`src/verilog/rsv_pkg.sv`:
```
/*
  Shared constants, types and lookups for the output voltage reset
  supervisor: thresholds in per-mille of nominal, delay times, setting
  decode and state encoding.
  Assumes a single 125 MHz clock and a feedback sample in per-mille units.
*/
`default_nettype none

package rsv_pkg;

  localparam int CLK_MHZ   = 125;
  localparam int NS_PER_US = 1000;

  // Feedback level: per-mille of the nominal output
  localparam int LVL_W = 11;
  localparam logic [LVL_W-1:0] LVL_NOMINAL = 11'h3E8;
  localparam logic [LVL_W-1:0] OV_TH       = 11'h42E;
  localparam logic [LVL_W-1:0] OV_HYS      = 11'h00A;
  localparam logic [LVL_W-1:0] UV_HYS      = 11'h00A;
  localparam logic [LVL_W-1:0] UV_TH_8     = 11'h398;
  localparam logic [LVL_W-1:0] UV_TH_14    = 11'h35C;
  localparam logic [LVL_W-1:0] UV_TH_25    = 11'h2EE;
  localparam logic [LVL_W-1:0] UV_TH_40    = 11'h258;

  // Delay times in ns, as printed
  localparam longint PON_NS_0 = 60000;
  localparam longint PON_NS_1 = 1900000;
  localparam longint PON_NS_2 = 7700000;
  localparam longint PON_NS_3 = 15400000;
  localparam longint FRD_NS_0 = 30000;
  localparam longint FRD_NS_1 = 1300000;
  localparam longint FRD_NS_2 = 5100000;
  localparam longint FRD_NS_3 = 10200000;
  localparam longint BLANK_NS = 5000;

  // Least time: round up, never below one cycle
  function automatic int ns_to_cyc(longint ns);
    longint c;
    c = (ns * CLK_MHZ + NS_PER_US - 1) / NS_PER_US;
    if (c < 1) begin
      c = 1;
    end
    return int'(c);
  endfunction : ns_to_cyc

  localparam int CNT_W   = 21;
  localparam int BLANK_W = 10;
  localparam logic [BLANK_W-1:0] BLANK_CYC = BLANK_W'(ns_to_cyc(BLANK_NS));

  localparam int SEL_W = 4;

  // Setting code to {delay pair index, undervoltage index}
  function automatic logic [3:0] decode_setting(logic [SEL_W-1:0] code);
    logic [3:0] r;
    r = 4'h8;
    unique case (code)
      4'h0:    r = 4'h0;
      4'h1:    r = 4'h1;
      4'h2:    r = 4'h2;
      4'h3:    r = 4'h3;
      4'h4:    r = 4'h4;
      4'h5:    r = 4'h5;
      4'h6:    r = 4'h6;
      4'h7:    r = 4'h7;
      4'h8:    r = 4'h9;
      4'h9:    r = 4'hA;
      4'hA:    r = 4'hB;
      4'hB:    r = 4'hC;
      4'hC:    r = 4'hD;
      default: r = 4'h8;
    endcase
    return r;
  endfunction : decode_setting

  function automatic logic [LVL_W-1:0] uv_threshold(logic [1:0] idx);
    logic [LVL_W-1:0] t;
    t = UV_TH_8;
    unique case (idx)
      2'h0: t = UV_TH_8;
      2'h1: t = UV_TH_14;
      2'h2: t = UV_TH_25;
      2'h3: t = UV_TH_40;
    endcase
    return t;
  endfunction : uv_threshold

  typedef enum logic [2:0] {
    ST_INIT,
    ST_WAIT_SS,
    ST_PON,
    ST_OK,
    ST_FAULT,
    ST_REC
  } rsv_state_t;

endpackage : rsv_pkg

`default_nettype wire

```
`src/verilog/rsv_delay_if.sv`:
```
/*
  Carrier between the supervisor and its delay timer.
  Assumes both ends share one clock and clock enable.
*/
`timescale 1ns/1ps
`default_nettype none

interface rsv_delay_if #(
  parameter int CNT_W = 21
);
  logic             start;
  logic [CNT_W-1:0] load;
  logic             done;

  modport ctrl  (output start, output load, input done);
  modport timer (input start, input load, output done);
endinterface : rsv_delay_if

`default_nettype wire

```
`src/verilog/rsv_delay_timer.sv`:
```
/*
  Down-counting release delay timer; a start reloads it with the load value.
  Assumes start and load come from logic on the same clock.
*/
`timescale 1ns/1ps
`default_nettype none

module rsv_delay_timer #(
  parameter int CNT_W = 21
) (
  input  wire logic clk,
  input  wire logic rst,
  input  wire logic clk_en,
  rsv_delay_if.timer t
);

  typedef struct packed {
    logic [CNT_W-1:0] cnt;
    logic             done;
  } rsv_tmr_state_t;

  rsv_tmr_state_t q_reg;
  rsv_tmr_state_t q_next;

  always_comb begin
    q_next      = q_reg;
    q_next.done = 1'b0;
    if (t.start) begin
      // A new start discards any delay in flight
      q_next.cnt = t.load;
    end else if (q_reg.cnt != '0) begin
      q_next.cnt = q_reg.cnt - CNT_W'(1);
      if (q_reg.cnt == CNT_W'(1)) begin
        q_next.done = 1'b1;
      end
    end
  end

  always_ff @(posedge clk) begin
    if (rst) begin
      q_reg <= '0;
    end else if (clk_en) begin
      q_reg <= q_next;
    end
  end

  assign t.done = q_reg.done;

endmodule : rsv_delay_timer

`default_nettype wire

```
`src/verilog/rsv_supervisor.sv`:
```
/*
  Output voltage reset supervisor: blanking filter on the under- and
  overvoltage compare, setting latch, power-on and fault-recovery release
  delays, and the open-drain active-low reset output.
  Assumes feedback_level and delay_select_pin are produced by converter
  logic on clk; soft_start_done is a level from the same domain.
*/
`timescale 1ns/1ps
`default_nettype none

// What this block does
// Reset high in range, low outside
// After soft-start, wait power-on delay, release
// Below undervoltage threshold forces reset low
// Above undervoltage plus hysteresis, release after recovery
// Overvoltage handled like undervoltage, recovery delay
// Below overvoltage minus hysteresis, release after recovery
// Only faults longer than blanking pull low
// Setting latched once at initialization
// Overvoltage threshold fixed, setting independent
// Grounded pin: 0.06/0.03 ms, -8 percent
// Open pin: 7.7/5.1 ms, -8 percent
// Fourteen settings decode to delays and thresholds
// Supervision always active while operating
// Overvoltage flagged about 7 percent above nominal
// Reset low from power-up until power-on delay
// New fault restarts recovery delay from zero
module rsv_supervisor #(
  parameter int PON_CYC_0 = rsv_pkg::ns_to_cyc(rsv_pkg::PON_NS_0),
  parameter int PON_CYC_1 = rsv_pkg::ns_to_cyc(rsv_pkg::PON_NS_1),
  parameter int PON_CYC_2 = rsv_pkg::ns_to_cyc(rsv_pkg::PON_NS_2),
  parameter int PON_CYC_3 = rsv_pkg::ns_to_cyc(rsv_pkg::PON_NS_3),
  parameter int FRD_CYC_0 = rsv_pkg::ns_to_cyc(rsv_pkg::FRD_NS_0),
  parameter int FRD_CYC_1 = rsv_pkg::ns_to_cyc(rsv_pkg::FRD_NS_1),
  parameter int FRD_CYC_2 = rsv_pkg::ns_to_cyc(rsv_pkg::FRD_NS_2),
  parameter int FRD_CYC_3 = rsv_pkg::ns_to_cyc(rsv_pkg::FRD_NS_3)
) (
  input  wire logic                          clk,
  input  wire logic                          rst,
  input  wire logic                          clk_en,
  input  wire logic                          soft_start_done,
  input  wire logic [rsv_pkg::LVL_W-1:0]     feedback_level,
  input  wire logic [rsv_pkg::SEL_W-1:0]     delay_select_pin,
  input  wire logic                          reset_out_n_in,
  output logic                               reset_out_n_o,
  output logic                               reset_out_n_oe,
  output logic                               reset_line_seen,
  output logic                               uv_fault,
  output logic                               ov_fault,
  output logic                               setting_latched
);

  localparam int CNT_W = rsv_pkg::CNT_W;

  typedef struct packed {
    rsv_pkg::rsv_state_t             st;
    logic [1:0]                      dly_idx;
    logic [1:0]                      uv_idx;
    logic [rsv_pkg::BLANK_W-1:0]     blank_cnt;
    logic                            out_low;
    logic                            uv_seen;
    logic                            ov_seen;
    logic                            latched;
    logic                            pin_s1;
    logic                            pin_s2;
  } rsv_sup_state_t;

  localparam rsv_sup_state_t RST_STATE = '{
    st:        rsv_pkg::ST_INIT,
    dly_idx:   2'h0,
    uv_idx:    2'h0,
    blank_cnt: '0,
    out_low:   1'b1,
    uv_seen:   1'b0,
    ov_seen:   1'b0,
    latched:   1'b0,
    pin_s1:    1'b1,
    pin_s2:    1'b1
  };

  rsv_sup_state_t q_reg;
  rsv_sup_state_t q_next;

  rsv_delay_if #(.CNT_W(CNT_W)) dly_if ();

  rsv_delay_timer #(
    .CNT_W (CNT_W)
  ) u_timer (
    .clk    (clk),
    .rst    (rst),
    .clk_en (clk_en),
    .t      (dly_if.timer)
  );

  function automatic logic [CNT_W-1:0] pon_cycles(logic [1:0] idx);
    logic [CNT_W-1:0] c;
    c = CNT_W'(PON_CYC_0);
    unique case (idx)
      2'h0: c = CNT_W'(PON_CYC_0);
      2'h1: c = CNT_W'(PON_CYC_1);
      2'h2: c = CNT_W'(PON_CYC_2);
      2'h3: c = CNT_W'(PON_CYC_3);
    endcase
    return c;
  endfunction : pon_cycles

  function automatic logic [CNT_W-1:0] frd_cycles(logic [1:0] idx);
    logic [CNT_W-1:0] c;
    c = CNT_W'(FRD_CYC_0);
    unique case (idx)
      2'h0: c = CNT_W'(FRD_CYC_0);
      2'h1: c = CNT_W'(FRD_CYC_1);
      2'h2: c = CNT_W'(FRD_CYC_2);
      2'h3: c = CNT_W'(FRD_CYC_3);
    endcase
    return c;
  endfunction : frd_cycles

  logic [rsv_pkg::LVL_W-1:0] uv_th;
  logic [rsv_pkg::LVL_W-1:0] uv_release;
  logic [rsv_pkg::LVL_W-1:0] ov_release;
  logic                      raw_uv;
  logic                      raw_ov;
  logic                      fault_f;
  logic                      in_band;
  logic [3:0]                dec;

  always_comb begin
    q_next       = q_reg;
    dly_if.start = 1'b0;
    dly_if.load  = '0;
    dec          = rsv_pkg::decode_setting(delay_select_pin);

    q_next.pin_s1 = reset_out_n_in;
    q_next.pin_s2 = q_reg.pin_s1;

    // Compare against the latched threshold; overvoltage is fixed
    uv_th      = rsv_pkg::uv_threshold(q_reg.uv_idx);
    uv_release = uv_th + rsv_pkg::UV_HYS;
    ov_release = rsv_pkg::OV_TH - rsv_pkg::OV_HYS;
    raw_uv     = feedback_level < uv_th;
    raw_ov     = feedback_level > rsv_pkg::OV_TH;
    in_band    = (feedback_level > uv_release) &&
                 (feedback_level < ov_release);

    // Saturating blanking counter; any gap restarts it
    if (raw_uv || raw_ov) begin
      if (q_reg.blank_cnt != rsv_pkg::BLANK_CYC) begin
        q_next.blank_cnt = q_reg.blank_cnt + rsv_pkg::BLANK_W'(1);
      end
    end else begin
      q_next.blank_cnt = '0;
    end
    // The condition must still be present when the count is full,
    // otherwise an excursion of exactly the blanking time would trip
    fault_f = (raw_uv || raw_ov) &&
              (q_reg.blank_cnt == rsv_pkg::BLANK_CYC);

    unique case (q_reg.st)
      rsv_pkg::ST_INIT: begin
        // The setting is taken once and never again
        q_next.dly_idx = dec[3:2];
        q_next.uv_idx  = dec[1:0];
        q_next.latched = 1'b1;
        q_next.st      = rsv_pkg::ST_WAIT_SS;
      end
      rsv_pkg::ST_WAIT_SS: begin
        // Comparators are ignored until soft-start is done
        q_next.blank_cnt = '0;
        if (soft_start_done) begin
          dly_if.start = 1'b1;
          dly_if.load  = pon_cycles(q_reg.dly_idx);
          q_next.st    = rsv_pkg::ST_PON;
        end
      end
      rsv_pkg::ST_PON: begin
        if (fault_f) begin
          q_next.st = rsv_pkg::ST_FAULT;
        end else if (dly_if.done) begin
          q_next.st = rsv_pkg::ST_OK;
        end
      end
      rsv_pkg::ST_OK: begin
        if (fault_f) begin
          q_next.st = rsv_pkg::ST_FAULT;
        end
      end
      rsv_pkg::ST_FAULT: begin
        if (in_band) begin
          dly_if.start = 1'b1;
          dly_if.load  = frd_cycles(q_reg.dly_idx);
          q_next.st    = rsv_pkg::ST_REC;
        end
      end
      rsv_pkg::ST_REC: begin
        // A fresh fault abandons the delay; the next entry reloads it
        if (fault_f) begin
          q_next.st = rsv_pkg::ST_FAULT;
        end else if (dly_if.done) begin
          q_next.st = rsv_pkg::ST_OK;
        end
      end
      default: begin
        q_next.st = rsv_pkg::ST_INIT;
      end
    endcase

    // Cause flags show the last filtered fault until release
    if (fault_f && q_reg.st != rsv_pkg::ST_WAIT_SS &&
        q_reg.st != rsv_pkg::ST_INIT) begin
      q_next.uv_seen = raw_uv;
      q_next.ov_seen = raw_ov;
    end else if (q_next.st == rsv_pkg::ST_OK) begin
      q_next.uv_seen = 1'b0;
      q_next.ov_seen = 1'b0;
    end

    q_next.out_low = q_next.st != rsv_pkg::ST_OK;
  end

  always_ff @(posedge clk) begin
    if (rst) begin
      q_reg <= RST_STATE;
    end else if (clk_en) begin
      q_reg <= q_next;
    end
  end

  // Open drain: only ever pulls low
  assign reset_out_n_o   = ~q_reg.out_low;
  assign reset_out_n_oe  = q_reg.out_low;
  assign reset_line_seen = q_reg.pin_s2;
  assign uv_fault        = q_reg.uv_seen;
  assign ov_fault        = q_reg.ov_seen;
  assign setting_latched = q_reg.latched;

endmodule : rsv_supervisor

`default_nettype wire
```
`config.mk`:
```
export PLATFORM = sky130hd
export DESIGN_NAME = rsv_supervisor
export DESIGN_NICKNAME = d
export VERILOG_FILES = /design/src/verilog/rsv_pkg.sv /design/src/verilog/rsv_delay_if.sv /design/src/verilog/rsv_delay_timer.sv /design/src/verilog/rsv_supervisor.sv
export SDC_FILE = /design/constraint.sdc
export NUM_CORES = 1
export LEC_CHECK = 0
export BUFFER_PORTS_ARGS = -buffer_cell sky130_fd_sc_hd__buf_2
export CAP_MARGIN = 20
export CELL_PAD_IN_SITES_DETAIL_PLACEMENT = 0
export CELL_PAD_IN_SITES_GLOBAL_PLACEMENT = 1
export CORE_UTILIZATION = 30
export DETAILED_ROUTE_END_ITERATION = 7
export GPL_TIMING_DRIVEN = 1
export HOLD_SLACK_MARGIN = 0.06
export MAX_ROUTING_LAYER = met4
export PLACE_DENSITY = 0.7
export SLEW_MARGIN = 20
export SYNTH_ARGS = -nofsm -noshare
export SYNTH_HDL_FRONTEND = slang
export SYNTH_SLANG_ARGS = --single-unit
```
`constraint.sdc`:
```
create_clock -name clk -period 2.8 [get_ports clk]
set_input_delay 0.14 -clock clk [delete_from_list [all_inputs] [get_ports clk]]
set_output_delay 0.14 -clock clk [all_outputs]
set_load 0.005 [all_outputs]
```
==> flow_summary.ini <==
[timing]
drv_slew = 0
period_share_pct = 100.8
max_slew_margin_pct = 59.09
max_freq_mhz = 354.4
fin_crit_ns = 2.822
rsz0062_at_grt = yes
holdWs_ns = 0.06278
finalHoldViolCount = 0
setup_violations = 1
skew_ns = 0.01251
worstMarginPinSlew_ns = 0.6130
setup_ws_ns = -0.02174

[clocking]
clockBufferDepth = 2
cts_buffers = 5
cts_hold_buf = 0
path_clk_slew_ns = 0.10
clk_latency_ns = 0.31
clock_sinks = 45
h-tree-depth = 2
root_buffer = clkbuf_8
cts_tree = yes

[detailed_routing]
routed_wl_um = 9461
ant_nets = 0
first_pass_iters = 4
drt_iter0_drc = 304
num_vias = 3254
viasPerCell = 5.497
drc = 0
wl_per_cell_um = 15.98

[grt]
grt_max_degree = 25
grt_pass1_wl_um = 15580
overflow = 0
use_met2_pct = 28.94
antenna_found_initial = 0
grt_pass1_vias = 3156
busiest_layer = met2
track_usage_pct = 17.71
met1_usage_pct = 21.94
met3_usage_pct = 2.146

[critical_path]
cp_max_fo = 7
cp.required_ns = 3.00
endpoint_kind = flip-flop
crit_type = reg2reg
worstSetupStartpointType = flip-flop
worstPathArrival_ns = 3.03

[placement]
dpl.cell_count = 579
routabilityCongestion = 0.8817
placed_area_um2 = 3765
io_buffers = 25
hpwl_um = 6866

[synth]
yosysTopAreaCell = dfxtp_1
netlist_instances = 402
syn_avg_cell_area_um2 = 8.086
synth_edf_count = 0
async_flop_share_pct = 0
yosysTopAreaCellShare_pct = 27.71
ys_types = 67
synth.net_count = 454
ys_seq_elements = 45
yosysSeqAreaShare_pct = 27.71
synth.cell_area_um2 = 3251
ys_warn_count = 0
synth_area_leaders = dfxtp_1 (28%), ha_1 (12%), nor2_1 (4.5%), nand2_1 (3.9%), o21ai_0 (3.2%)
synth_ff_type = dfxtp_1

[cells_and_area]
final_util_pct = 39.18
multiInputGateArea_um2 = 2366
diodes = 0
drive_gt1_share_pct = 25.66
area_delta_synth_final_pct = 25.56
layout_commonest_cell = dfxtp_1
largest_reg_flops = 21
finalNetCount = 507
final_cell_mix = dfxtp_1 (43), nor2_1 (39), buf_4 (35)
num-fill-cells = 1057
stdcell_count = 592
design_area_um2 = 4081
seqCellArea_um2 = 905.9

[min_path]
holdCritPathClass = in2reg

[floorplan]
core-area_um2 = 10420
row_count = 37
start_util_pct = 31.21
die_width_um = 106.1
die_area_um2 = 11260
io_pins = 26
die_h_um = 106.1

[outcome]
status = finished with violations
violations = negative setup slack

[job]
maxCapViolations = 0

[power]
powerDensity_nw_per_um2 = 669.1
vdd_drop_max_mv = 0.2313
p_leak_nw = 1.673
[through the flow]
step                setup slack (ns)  setup TNS, ns  total power [W]
floorplan                    0.04782              0         0.001634
global placement           -0.004127      -0.004127         0.002026
finish                      -0.02174       -0.02174         0.002731
detailed placement          -0.04439        -0.2444         0.002024
CTS                        0.0007065              0         0.002674
global route                -0.07392        -0.4401         0.002910
[cell usage after synthesis, types with 7 or more instances]
cell	count
a31oi_1	7
nand3_1	9
or3_1	7
nor2b_1	10
nor3_1	16
ha_1	32
a21oi_1	16
o22ai_1	7
clkbuf_1	13
a211oi_1	7
xor2_1	8
o21ai_0	21
inv_1	22
nand2_1	34
nor2_1	39
dfxtp_1	45
[timing repair]
action | 4_1_cts | 5_1_grt
buffers inserted | 2 | 2
gates resized for setup | 16 | 23
cloned | 1 | 0
endpoints found under the setup margin | 17 | 22
pin swaps | 1 | 11
[where the power goes]
part | total (W) | leakage (nW) | internal, W | switching [W]
Clock | 0.000615 | 0.0687 | 0.000360 | 0.000256
Combinational | 0.00130 | 1.24 | 0.000593 | 0.000707
Sequential | 0.000817 | 0.369 | 0.000726 | 0.0000911
[critical path, cell delays in order, from the launching register on]
cell,delay (ns)
dfxtp_2,0.37
inv_2,0.06
ha_4,0.15
or2_4,0.25
ha_4,0.26
nand4b_1,0.12
or4_4,0.53
o211a_4,0.21
buf_6,0.15
nor2b_1,0.14
a221o_1,0.27
a32o_1,0.20
[logic make-up after synthesis]
| family | synth area share, % |
|---|---|
| simple gates | 27.56 |
| compound gates | 22.71 |
| flops | 27.71 |
| buf+inv | 4.619 |
| fa+ha+maj | 12.32 |
| xor+xnor | 3.233 |
| mux | 1.848 |
[final timing paths]
path | slack, ns | cells after the start | endpoint | from
hold / removal | 0.06 | 3 | q_next[0] | reset_out_n_in
setup reg to reg | -0.02 | 11 | u_timer.q_reg[10] | q_reg[17]
setup / recovery | -0.02 | 11 | u_timer.q_reg[10] | q_reg[17]
hold reg to reg | 0.47 | 2 | u_timer.q_reg[9] | u_timer.q_reg[9]
[layer usage]
| metal | up-vias | routed length (um) |
|---|---|---|
| met2 | 91 | 4420 |
| li1 | 1598 | - |
| met4 | 0 | 327 |
| met5 | - | 0 |
| met1 | 1540 | 4275 |
| met3 | 25 | 438 |
[layout make-up]
| type | count | area share [%] |
|---|---|---|
| Sequential cell | 45 | 22.20 |
| Timing Repair Buffer | 62 | 10.27 |
| Inverter | 22 | 2.023 |
| Tap cell | 136 | 4.169 |
| Multi-Input combinational cell | 319 | 57.97 |
| Clock buffer | 5 | 1.686 |
| Clock inverter | 3 | 1.686 |
Note: power is estimated with default switching activity, not from simulation.
